$ cat src/ptc_pkg.sv
/*
  Shared types and constants for the pulse timer and the two counters.
  Assumes one 50 MHz system clock and synchronous instruction inputs.
*/
package ptc_pkg;
  localparam int COUNT_W = 32;
  localparam int TIME_W = 32;
  localparam logic [COUNT_W-1:0] COUNT_ZERO = 32'h0000_0000;
  localparam logic [COUNT_W-1:0] COUNT_ONE = 32'h0000_0001;
  localparam logic [TIME_W-1:0] TIME_ZERO = 32'h0000_0000;
  localparam logic [TIME_W-1:0] TIME_ONE = 32'h0000_0001;
  // Clock rate and time unit (1000 microseconds, so milliseconds)
  localparam int CLK_HZ = 50000000;
  localparam int UNIT_US = 1000;
  localparam int TICKS_PER_UNIT = CLK_HZ / 1000000 * UNIT_US;
  localparam int TICK_W = 32;
  localparam logic [TICK_W-1:0] TICK_ZERO = 32'h0000_0000;
  localparam logic [TICK_W-1:0] TICK_ONE = 32'h0000_0001;

  typedef enum logic [1:0] {
    TIMER_IDLE,
    TIMER_RUN,
    TIMER_EXPIRED
  } pulse_state_t;

  typedef struct packed {
    logic countUpInput;
    logic clear;
    logic [COUNT_W-1:0] presetValue;
  } up_req_t;

  typedef struct packed {
    logic countDownInput;
    logic load;
    logic [COUNT_W-1:0] presetValue;
  } down_req_t;
endpackage

$ cat src/pulse_timer_and_counters.sv
/*
  Pulse timer, up counter and down counter as clocked logic.
  Assumes the controller program drives inputs synchronous to clk_sys.
*/
`timescale 1ns/10ps
`default_nettype none
// How it works
// - Input rising starts the pulse timer and sets its output.
// - When elapsed equals preset, output drops and timing stops.
// - Input falling early does not stop timing; output stays high.
// - Elapsed and output clear at expiry with input low, or input fall.
// - Up counter adds one per count-up rising edge, 32-bit unsigned.
// - Up counter done is high when count equals preset and clear is low.
// - Up counter holds at preset and ignores further edges.
// - Up counter clear input zeroes count and drops done.
// - Up counter does not count while clear is high.
// - Down counter loads preset when load input falls.
// - Down counter subtracts one per count-down rising edge.
// - Down counter done is high when count is zero.
// - Down counter ignores edges while load is high.
// - Count-down edge at zero leaves count and done unchanged.
module pulse_timer_and_counters #(
  parameter int TICKS_PER_UNIT = ptc_pkg::TICKS_PER_UNIT
) (
  // Clock and reset
  input wire logic clk_sys,
  input wire logic rst_b,
  // Pulse timer
  input wire logic pulseTimerInput,
  input wire logic [ptc_pkg::TIME_W-1:0] presetTime,
  output logic pulseTimerOutput,
  output logic [ptc_pkg::TIME_W-1:0] elapsedTime,
  // Up counter
  input wire ptc_pkg::up_req_t upReq,
  output logic upDone,
  output logic [ptc_pkg::COUNT_W-1:0] upCountValue,
  // Down counter
  input wire ptc_pkg::down_req_t downReq,
  output logic downDone,
  output logic [ptc_pkg::COUNT_W-1:0] downCountValue
);
  localparam logic [ptc_pkg::TICK_W-1:0] TICK_LAST =
    ptc_pkg::TICK_W'(TICKS_PER_UNIT - 1);

  logic rstMeta_b;
  logic rstSync_b;
  logic timerRise, timerFall, upRise, downRise, loadFall;
  logic [ptc_pkg::TICK_W-1:0] tick;
  ptc_pkg::pulse_state_t timerState;
  logic [ptc_pkg::COUNT_W-1:0] next_up;
  logic [ptc_pkg::COUNT_W-1:0] next_down;

  // Reset release through two flops
  always_ff @(posedge clk_sys or negedge rst_b) begin
    if (!rst_b) begin
      rstMeta_b <= 1'b0;
      rstSync_b <= 1'b0;
    end else begin
      rstMeta_b <= 1'b1;
      rstSync_b <= rstMeta_b;
    end
  end

  // One detector per edge-sensitive input, none for clear; load only needs its fall
  edge_detect uTimer (.clk_sys(clk_sys), .rstSync_b(rstSync_b),
    .level(pulseTimerInput), .rise(timerRise), .fall(timerFall));
  edge_detect uUp (.clk_sys(clk_sys), .rstSync_b(rstSync_b),
    .level(upReq.countUpInput), .rise(upRise), .fall());
  edge_detect uDown (.clk_sys(clk_sys), .rstSync_b(rstSync_b),
    .level(downReq.countDownInput), .rise(downRise), .fall());
  edge_detect uLoad (.clk_sys(clk_sys), .rstSync_b(rstSync_b),
    .level(downReq.load), .rise(), .fall(loadFall));

  // Pulse timer: once started it runs to preset regardless of input
  always_ff @(posedge clk_sys or negedge rstSync_b) begin
    if (!rstSync_b) begin
      timerState <= ptc_pkg::TIMER_IDLE;
      tick <= ptc_pkg::TICK_ZERO;
      elapsedTime <= ptc_pkg::TIME_ZERO;
      pulseTimerOutput <= 1'b0;
    end else begin
      unique case (timerState)
        ptc_pkg::TIMER_IDLE: begin
          if (timerRise) begin
            timerState <= ptc_pkg::TIMER_RUN;
            pulseTimerOutput <= 1'b1;
            tick <= ptc_pkg::TICK_ZERO;
            elapsedTime <= ptc_pkg::TIME_ZERO;
          end
        end
        ptc_pkg::TIMER_RUN: begin
          if (elapsedTime >= presetTime) begin
            pulseTimerOutput <= 1'b0;
            if (pulseTimerInput) begin
              timerState <= ptc_pkg::TIMER_EXPIRED;
            end else begin
              timerState <= ptc_pkg::TIMER_IDLE;
              elapsedTime <= ptc_pkg::TIME_ZERO;
            end
          end else if (tick == TICK_LAST) begin
            // Input level ignored here, so an early fall keeps timing
            tick <= ptc_pkg::TICK_ZERO;
            elapsedTime <= elapsedTime + ptc_pkg::TIME_ONE;
          end else begin
            tick <= tick + ptc_pkg::TICK_ONE;
          end
        end
        ptc_pkg::TIMER_EXPIRED: begin
          if (timerFall) begin
            timerState <= ptc_pkg::TIMER_IDLE;
            elapsedTime <= ptc_pkg::TIME_ZERO;
          end
        end
      endcase
    end
  end

  // Up counter next value: clear beats edges, stops at preset
  always_comb begin
    next_up = upCountValue;
    if (upReq.clear) begin
      next_up = ptc_pkg::COUNT_ZERO;
    end else if (upRise && upCountValue != upReq.presetValue) begin
      next_up = upCountValue + ptc_pkg::COUNT_ONE;
    end
  end

  // Up counter state; done is registered from next_up, in step with the count
  always_ff @(posedge clk_sys or negedge rstSync_b) begin
    if (!rstSync_b) begin
      upCountValue <= ptc_pkg::COUNT_ZERO;
      upDone <= 1'b0;
    end else begin
      upCountValue <= next_up;
      upDone <= (next_up == upReq.presetValue) && !upReq.clear;
    end
  end

  // Down counter next value: load fall copies preset, zero holds
  always_comb begin
    next_down = downCountValue;
    if (loadFall) begin
      next_down = downReq.presetValue;
    end else if (downRise && !downReq.load &&
                 downCountValue != ptc_pkg::COUNT_ZERO) begin
      next_down = downCountValue - ptc_pkg::COUNT_ONE;
    end
  end

  // Down counter state
  always_ff @(posedge clk_sys or negedge rstSync_b) begin
    if (!rstSync_b) begin
      downCountValue <= ptc_pkg::COUNT_ZERO;
      downDone <= 1'b0;
    end else begin
      downCountValue <= next_down;
      downDone <= (next_down == ptc_pkg::COUNT_ZERO);
    end
  end

  // Checks; done flags lag the count by one edge out of reset, so the
  // flag checks wait until the internal reset was seen high last edge
  a_pulse_starts: assert property (
    @(posedge clk_sys) disable iff (!rstSync_b)
    (timerState == ptc_pkg::TIMER_IDLE && timerRise) |=> pulseTimerOutput)
    else $error("pulse did not start");
  a_pulse_ends: assert property (
    @(posedge clk_sys) disable iff (!rstSync_b)
    (timerState == ptc_pkg::TIMER_RUN && elapsedTime >= presetTime)
    |=> !pulseTimerOutput)
    else $error("pulse did not end at preset");
  a_pulse_holds: assert property (
    @(posedge clk_sys) disable iff (!rstSync_b)
    (timerState == ptc_pkg::TIMER_RUN && elapsedTime < presetTime)
    |=> pulseTimerOutput)
    else $error("pulse dropped early");
  a_pulse_clears: assert property (
    @(posedge clk_sys) disable iff (!rstSync_b)
    (timerState == ptc_pkg::TIMER_EXPIRED && timerFall)
    |=> elapsedTime == ptc_pkg::TIME_ZERO)
    else $error("elapsed not cleared");
  a_pulse_idles: assert property (
    @(posedge clk_sys) disable iff (!rstSync_b)
    (timerState == ptc_pkg::TIMER_RUN && elapsedTime >= presetTime &&
     !pulseTimerInput) |=> elapsedTime == ptc_pkg::TIME_ZERO)
    else $error("elapsed not cleared at expiry");
  a_timer_ticks: assert property (
    @(posedge clk_sys) disable iff (!rstSync_b)
    (timerState == ptc_pkg::TIMER_RUN && elapsedTime < presetTime &&
     tick == TICK_LAST)
    |=> elapsedTime == $past(elapsedTime) + ptc_pkg::TIME_ONE)
    else $error("elapsed did not step");
  a_up_counts: assert property (
    @(posedge clk_sys) disable iff (!rstSync_b)
    (upRise && !upReq.clear && upCountValue != upReq.presetValue)
    |=> upCountValue == $past(upCountValue) + ptc_pkg::COUNT_ONE)
    else $error("up count missed an edge");
  a_up_done: assert property (
    @(posedge clk_sys) disable iff (!rstSync_b)
    ($past(rstSync_b) && !upReq.clear && !$past(upReq.clear) &&
     $stable(upReq.presetValue))
    |-> upDone == (upCountValue == upReq.presetValue))
    else $error("up done wrong");
  a_up_holds: assert property (
    @(posedge clk_sys) disable iff (!rstSync_b)
    (!upReq.clear && upCountValue == upReq.presetValue)
    |=> $stable(upCountValue))
    else $error("up count passed preset");
  a_up_cleared: assert property (
    @(posedge clk_sys) disable iff (!rstSync_b)
    upReq.clear |=> upCountValue == ptc_pkg::COUNT_ZERO && !upDone)
    else $error("up clear failed");
  a_down_loads: assert property (
    @(posedge clk_sys) disable iff (!rstSync_b)
    loadFall |=> downCountValue == $past(downReq.presetValue))
    else $error("down load failed");
  a_down_counts: assert property (
    @(posedge clk_sys) disable iff (!rstSync_b)
    (downRise && !downReq.load && !loadFall &&
     downCountValue != ptc_pkg::COUNT_ZERO)
    |=> downCountValue == $past(downCountValue) - ptc_pkg::COUNT_ONE)
    else $error("down count missed an edge");
  a_down_done: assert property (
    @(posedge clk_sys) disable iff (!rstSync_b)
    $past(rstSync_b) |-> downDone == (downCountValue == ptc_pkg::COUNT_ZERO))
    else $error("down done wrong");
  a_down_gated: assert property (
    @(posedge clk_sys) disable iff (!rstSync_b)
    (downReq.load && !loadFall) |=> $stable(downCountValue))
    else $error("down counted during load");
  a_down_floor: assert property (
    @(posedge clk_sys) disable iff (!rstSync_b)
    ($past(rstSync_b) && downCountValue == ptc_pkg::COUNT_ZERO && !loadFall)
    |=> downCountValue == ptc_pkg::COUNT_ZERO && downDone)
    else $error("down count wrapped");
endmodule
`default_nettype wire

$ cat src/edge_detect.sv
/*
  Rising and falling edge detector for one synchronous level.
  Assumes the level is already synchronous to clk_sys.
*/
`timescale 1ns/10ps
`default_nettype none
module edge_detect (
  // Clock and reset
  input wire logic clk_sys,
  input wire logic rstSync_b,
  // Level in, edges out
  input wire logic level,
  output logic rise,
  output logic fall
);
  logic last;

  // Previous sample, cleared on reset
  always_ff @(posedge clk_sys or negedge rstSync_b) begin
    if (!rstSync_b) begin
      last <= 1'b0;
    end else begin
      last <= level;
    end
  end

  assign rise = level & ~last;
  assign fall = ~level & last;
endmodule
`default_nettype wire

$ cat config.mk
export PLATFORM = sky130hd
export DESIGN_NAME = pulse_timer_and_counters
export DESIGN_NICKNAME = d
export VERILOG_FILES = /design/src/ptc_pkg.sv /design/src/pulse_timer_and_counters.sv /design/src/edge_detect.sv
export SDC_FILE = /design/constraint.sdc
export NUM_CORES = 1
export LEC_CHECK = 0
export BUFFER_PORTS_ARGS = -buffer_cell sky130_fd_sc_hd__buf_2
export CAP_MARGIN = 25
export CORE_MARGIN = 2
export CORE_UTILIZATION = 45
export CTS_CLUSTER_DIAMETER = 60
export DETAILED_ROUTE_END_ITERATION = 10
export MAX_ROUTING_LAYER = met4
export PLACE_DENSITY = 0.68
export SLEW_MARGIN = 20
export SYNTH_ARGS = -nofsm -noshare
export SYNTH_HDL_FRONTEND = slang
export SYNTH_SLANG_ARGS = --single-unit
export TNS_END_PERCENT = 5
$ cat constraint.sdc
create_clock -name clk_sys -period 9.4 [get_ports clk_sys]
set_input_delay 1.88 -clock clk_sys [delete_from_list [all_inputs] [get_ports clk_sys]]
set_output_delay 1.88 -clock clk_sys [all_outputs]
set_load 0.02 [all_outputs]
==> impl_metrics.ini <==
[clock_tree]
cts_clock_pin_slew_for_the_worst_setup_and_hold_paths_ps = 70
clock_tree.buffer_depth = 2
cts_made_buffers = 17
clock_tree.root_cell = sky130_fd_sc_hd__clkbuf_16
clock_sinks = 139
cts_tree = built
post_cts_hold_buffer_count = 0
clock_insertion_delay_worst_skew_ps = 430
post_cts_resized = 0
ctsHtreeMaxLevel = 4
post-cts-setup-buffers = 0

[layout]
final_util_pct = 54.37
fillers = 2070
final_nets = 1485
final_layout_size_suffix_gt1_share_pct = 21.70
diodes = 0
finished_layout_cell_area_mm2 = 0.01179
multi_input_gate_area_in_the_final_layout_mm2 = 0.005979
area_growth_pct = 19.03
regArea_mm2 = 0.003482

[routing]
number_of_remaining_drc_errors = 0
route.final.wire_length_um = 29260
drt-vias-per-instance = 5.911
number_of_routed_nets_with_antenna_violations = 0
detailroute.via_count = 9664
drtIter0Drc = 761
dr.pass1.iters = 5
routed_wire_length_per_instance_um = 17.90

[global_route]
grt-ovfl-total = 0
track_usage_pct = 25.80
grt_pass1_vias = 9425
maximum_number_of_pins_on_one_net_before_global_route_repair = 76
grt_pass1_wl_um = 48240
antenna_found_initial = 0

[run_status]
run_status = finished clean

[timing]
fin_worst_skew_ps = 14.27
grt_setup_unrepaired = false
max_clock_freq_ghz = 0.2021
fin_crit_ps = 4947
timing.final.setup_violations = 0
slew_viol_final = 0
timing.setup.tns_ps = 0
layout_worst_path_cycle_share_pct = 52.63
tightestPinTransition_ps = 985.5
timing_hold_violations_final = 0
relSlewSlack_pct = 34.06

[floorplanning]
rows = 54
io-pin-count = 202
start_util_pct = 45.68
die-height_um = 152.4
chipWidth_um = 152.4
die_area_mm2 = 0.02322
core_area_mm2 = 0.02169

[power_and_ir_drop]
cellPowerDensity_mw_per_mm2 = 156.8
total_leakage_power_uw = 0.005245
design_power_total_uw = 1849
vdd.ir_drop.worst_mv = 0.1305

[synthesis]
yosys.cell_count.top_type = sky130_fd_sc_hd__dfrtp_1
synth_top_cells_by_count = sky130_fd_sc_hd__dfrtp_1 (139), sky130_fd_sc_hd__nor2_1 (93), sky130_fd_sc_hd__nand2_1 (90)
synth_area_leader_cell = sky130_fd_sc_hd__dfrtp_1
yosysTopAreaCellShare_pct = 35.11
synth_enable_flop_cells = 0
synth.top_cells.by_area = sky130_fd_sc_hd__dfrtp_1 (35%), sky130_fd_sc_hd__xnor2_1 (7.2%), sky130_fd_sc_hd__ha_1 (5.1%), sky130_fd_sc_hd__a21oi_1 (3.9%), sky130_fd_sc_hd__nor2_1 (3.5%)
asyncSetResetFlopFracSynth_pct = 100.0
synth_fp_nets = 1308
synth_ff_type = sky130_fd_sc_hd__dfrtp_1
syn-cell-area_mm2 = 0.009907
syn-instance-count = 1165
synth_area_per_cell_um2 = 8.504
synth_cell_type_count = 80
yosys_warnings = 0
synth_seq_area_share_pct = 35.11
ys_seq_elements = 139

[critical_path]
critical_path.endpoint_type = flop
category_of_the_worst_setup_path_launch_point = input pin
r2r_setup_slack_ps = 5380
required_ps = 9730
arrival_ps = 5280
path_max_fanout = 16
timing_worst_setup_path_type = input pin to flop

[place]
final_weighted_congestion_in_routability_driven_placement = 0.9290
placement.cell_area_mm2 = 0.01112
detailed_place_hpwl_um = 21170
portBuffers = 201

[job]
timing.max_cap.violations = 0

[worst_hold_path]
min_path_type = flop to async pin
==> layout make-up <==
type,instances,area share (%)
Tap cell,280,2.971
Timing Repair Buffer,216,9.591
Multi-Input combinational cell,911,50.71
Clock buffer,20,3.788
Clock inverter,12,1.602
Inverter,57,1.814
Sequential cell,139,29.53
==> where the power goes <==
part,leakage (µW),switching [µW],internal [µW]
clock network,0.000305,278,455
registers,0.00185,44.9,632
logic,0.00309,299,140
total,0.00524,622,1230
==> final timing paths <==
check | cells after the start | to | startpoint
hold / removal | 0 | upCountValue[2] | rstSync_b
setup reg to reg | 10 | upDone | upCountValue[0]
min in group clk_sys | 0 | rstSync_b | rstMeta_b
setup / recovery | 10 | upDone | upReq[2]
max in group asynchronous | 2 | tick[15] | rstSync_b
hold reg to reg | 0 | upCountValue[2] | rstSync_b
==> critical path: stages <==
cell                        delay, ps
sky130_fd_sc_hd__buf_2            130
sky130_fd_sc_hd__xor2_2           200
sky130_fd_sc_hd__or4b_4           580
sky130_fd_sc_hd__nor4_4           810
sky130_fd_sc_hd__a211oi_2         270
sky130_fd_sc_hd__and4_4           280
sky130_fd_sc_hd__or3_1            320
sky130_fd_sc_hd__a2111oi_2        350
sky130_fd_sc_hd__nand4_1          150
sky130_fd_sc_hd__nor4_2           290
==> placed cells by master, fill, tap and decap left out, types with 5 or more instances in the layout <==
cell type and n:
sky130_fd_sc_hd__a2111oi_0 8, sky130_fd_sc_hd__a211oi_1 6, sky130_fd_sc_hd__a21o_1 14, sky130_fd_sc_hd__a21oi_1 77, sky130_fd_sc_hd__a31oi_1 10, sky130_fd_sc_hd__and2_1 6
sky130_fd_sc_hd__and3_1 28, sky130_fd_sc_hd__buf_2 201, sky130_fd_sc_hd__buf_4 14, sky130_fd_sc_hd__clkbuf_16 17, sky130_fd_sc_hd__clkinv_4 5, sky130_fd_sc_hd__dfrtp_1 138
sky130_fd_sc_hd__ha_1 40, sky130_fd_sc_hd__inv_1 57, sky130_fd_sc_hd__mux2_2 12, sky130_fd_sc_hd__nand2_1 90, sky130_fd_sc_hd__nand2b_1 13, sky130_fd_sc_hd__nand3_1 47
sky130_fd_sc_hd__nand4_1 45, sky130_fd_sc_hd__nor2_1 93, sky130_fd_sc_hd__nor2b_1 26, sky130_fd_sc_hd__nor3_1 23, sky130_fd_sc_hd__nor4_1 26, sky130_fd_sc_hd__o21ai_0 64
sky130_fd_sc_hd__o21ai_1 5, sky130_fd_sc_hd__o31ai_1 31, sky130_fd_sc_hd__o41ai_1 7, sky130_fd_sc_hd__or2_2 6, sky130_fd_sc_hd__or3_1 29, sky130_fd_sc_hd__or4_1 28
sky130_fd_sc_hd__xnor2_1 81, sky130_fd_sc_hd__xor2_1 22
==> through the flow <==
stage	hold WS (ps)	instances	setup WS [ps]
2_1_floorplan	331.2	1165	4796
3_3_place_gp	336.2	1600	4127
3_5_place_dp	342.4	1600	4020
4_1_cts	357.7	1632	4484
5_1_grt	343.8	1635	4271
6_report	303.6	1635	4453
==> state kept, by name, indices dropped and copies added, names as in the netlist <==
register          count
tick                 32
downDone              1
pulseTimerOutput      1
upCountValue         32
elapsedTime          32
upDone                1
timerState            2
uLoad.last            1
downCountValue       32
rstMeta_b             1
uTimer.last           1
uUp.last              1
rstSync_b             1
uDown.last            1
==> metal layers <==
metal	part of all wire [%]	vias up	track usage [%]
li1	-	4602	-
met1	44	4642	33.56
met2	47	355	40.41
met3	6.2	65	4.863
met4	2.6	0	9.123
met5	0	-	-
==> cell families (layout without fill, tap and decap cells) <==
group / after synthesis / in the layout / share of synthesized area (%)
multiplexers: 18 / 18 / 2.071
other: 1 / 1 / 0.03785
XOR/XNOR: 104 / 104 / 9.270
adder cells (fa/ha/maj): 40 / 40 / 5.052
AO/OA/AOI/OAI: 253 / 253 / 16.08
AND/OR/NAND/NOR: 495 / 495 / 27.76
buffers and inverters: 115 / 305 / 4.622
flip-flops: 139 / 139 / 35.11
Power figures use the tool's default switching activity.
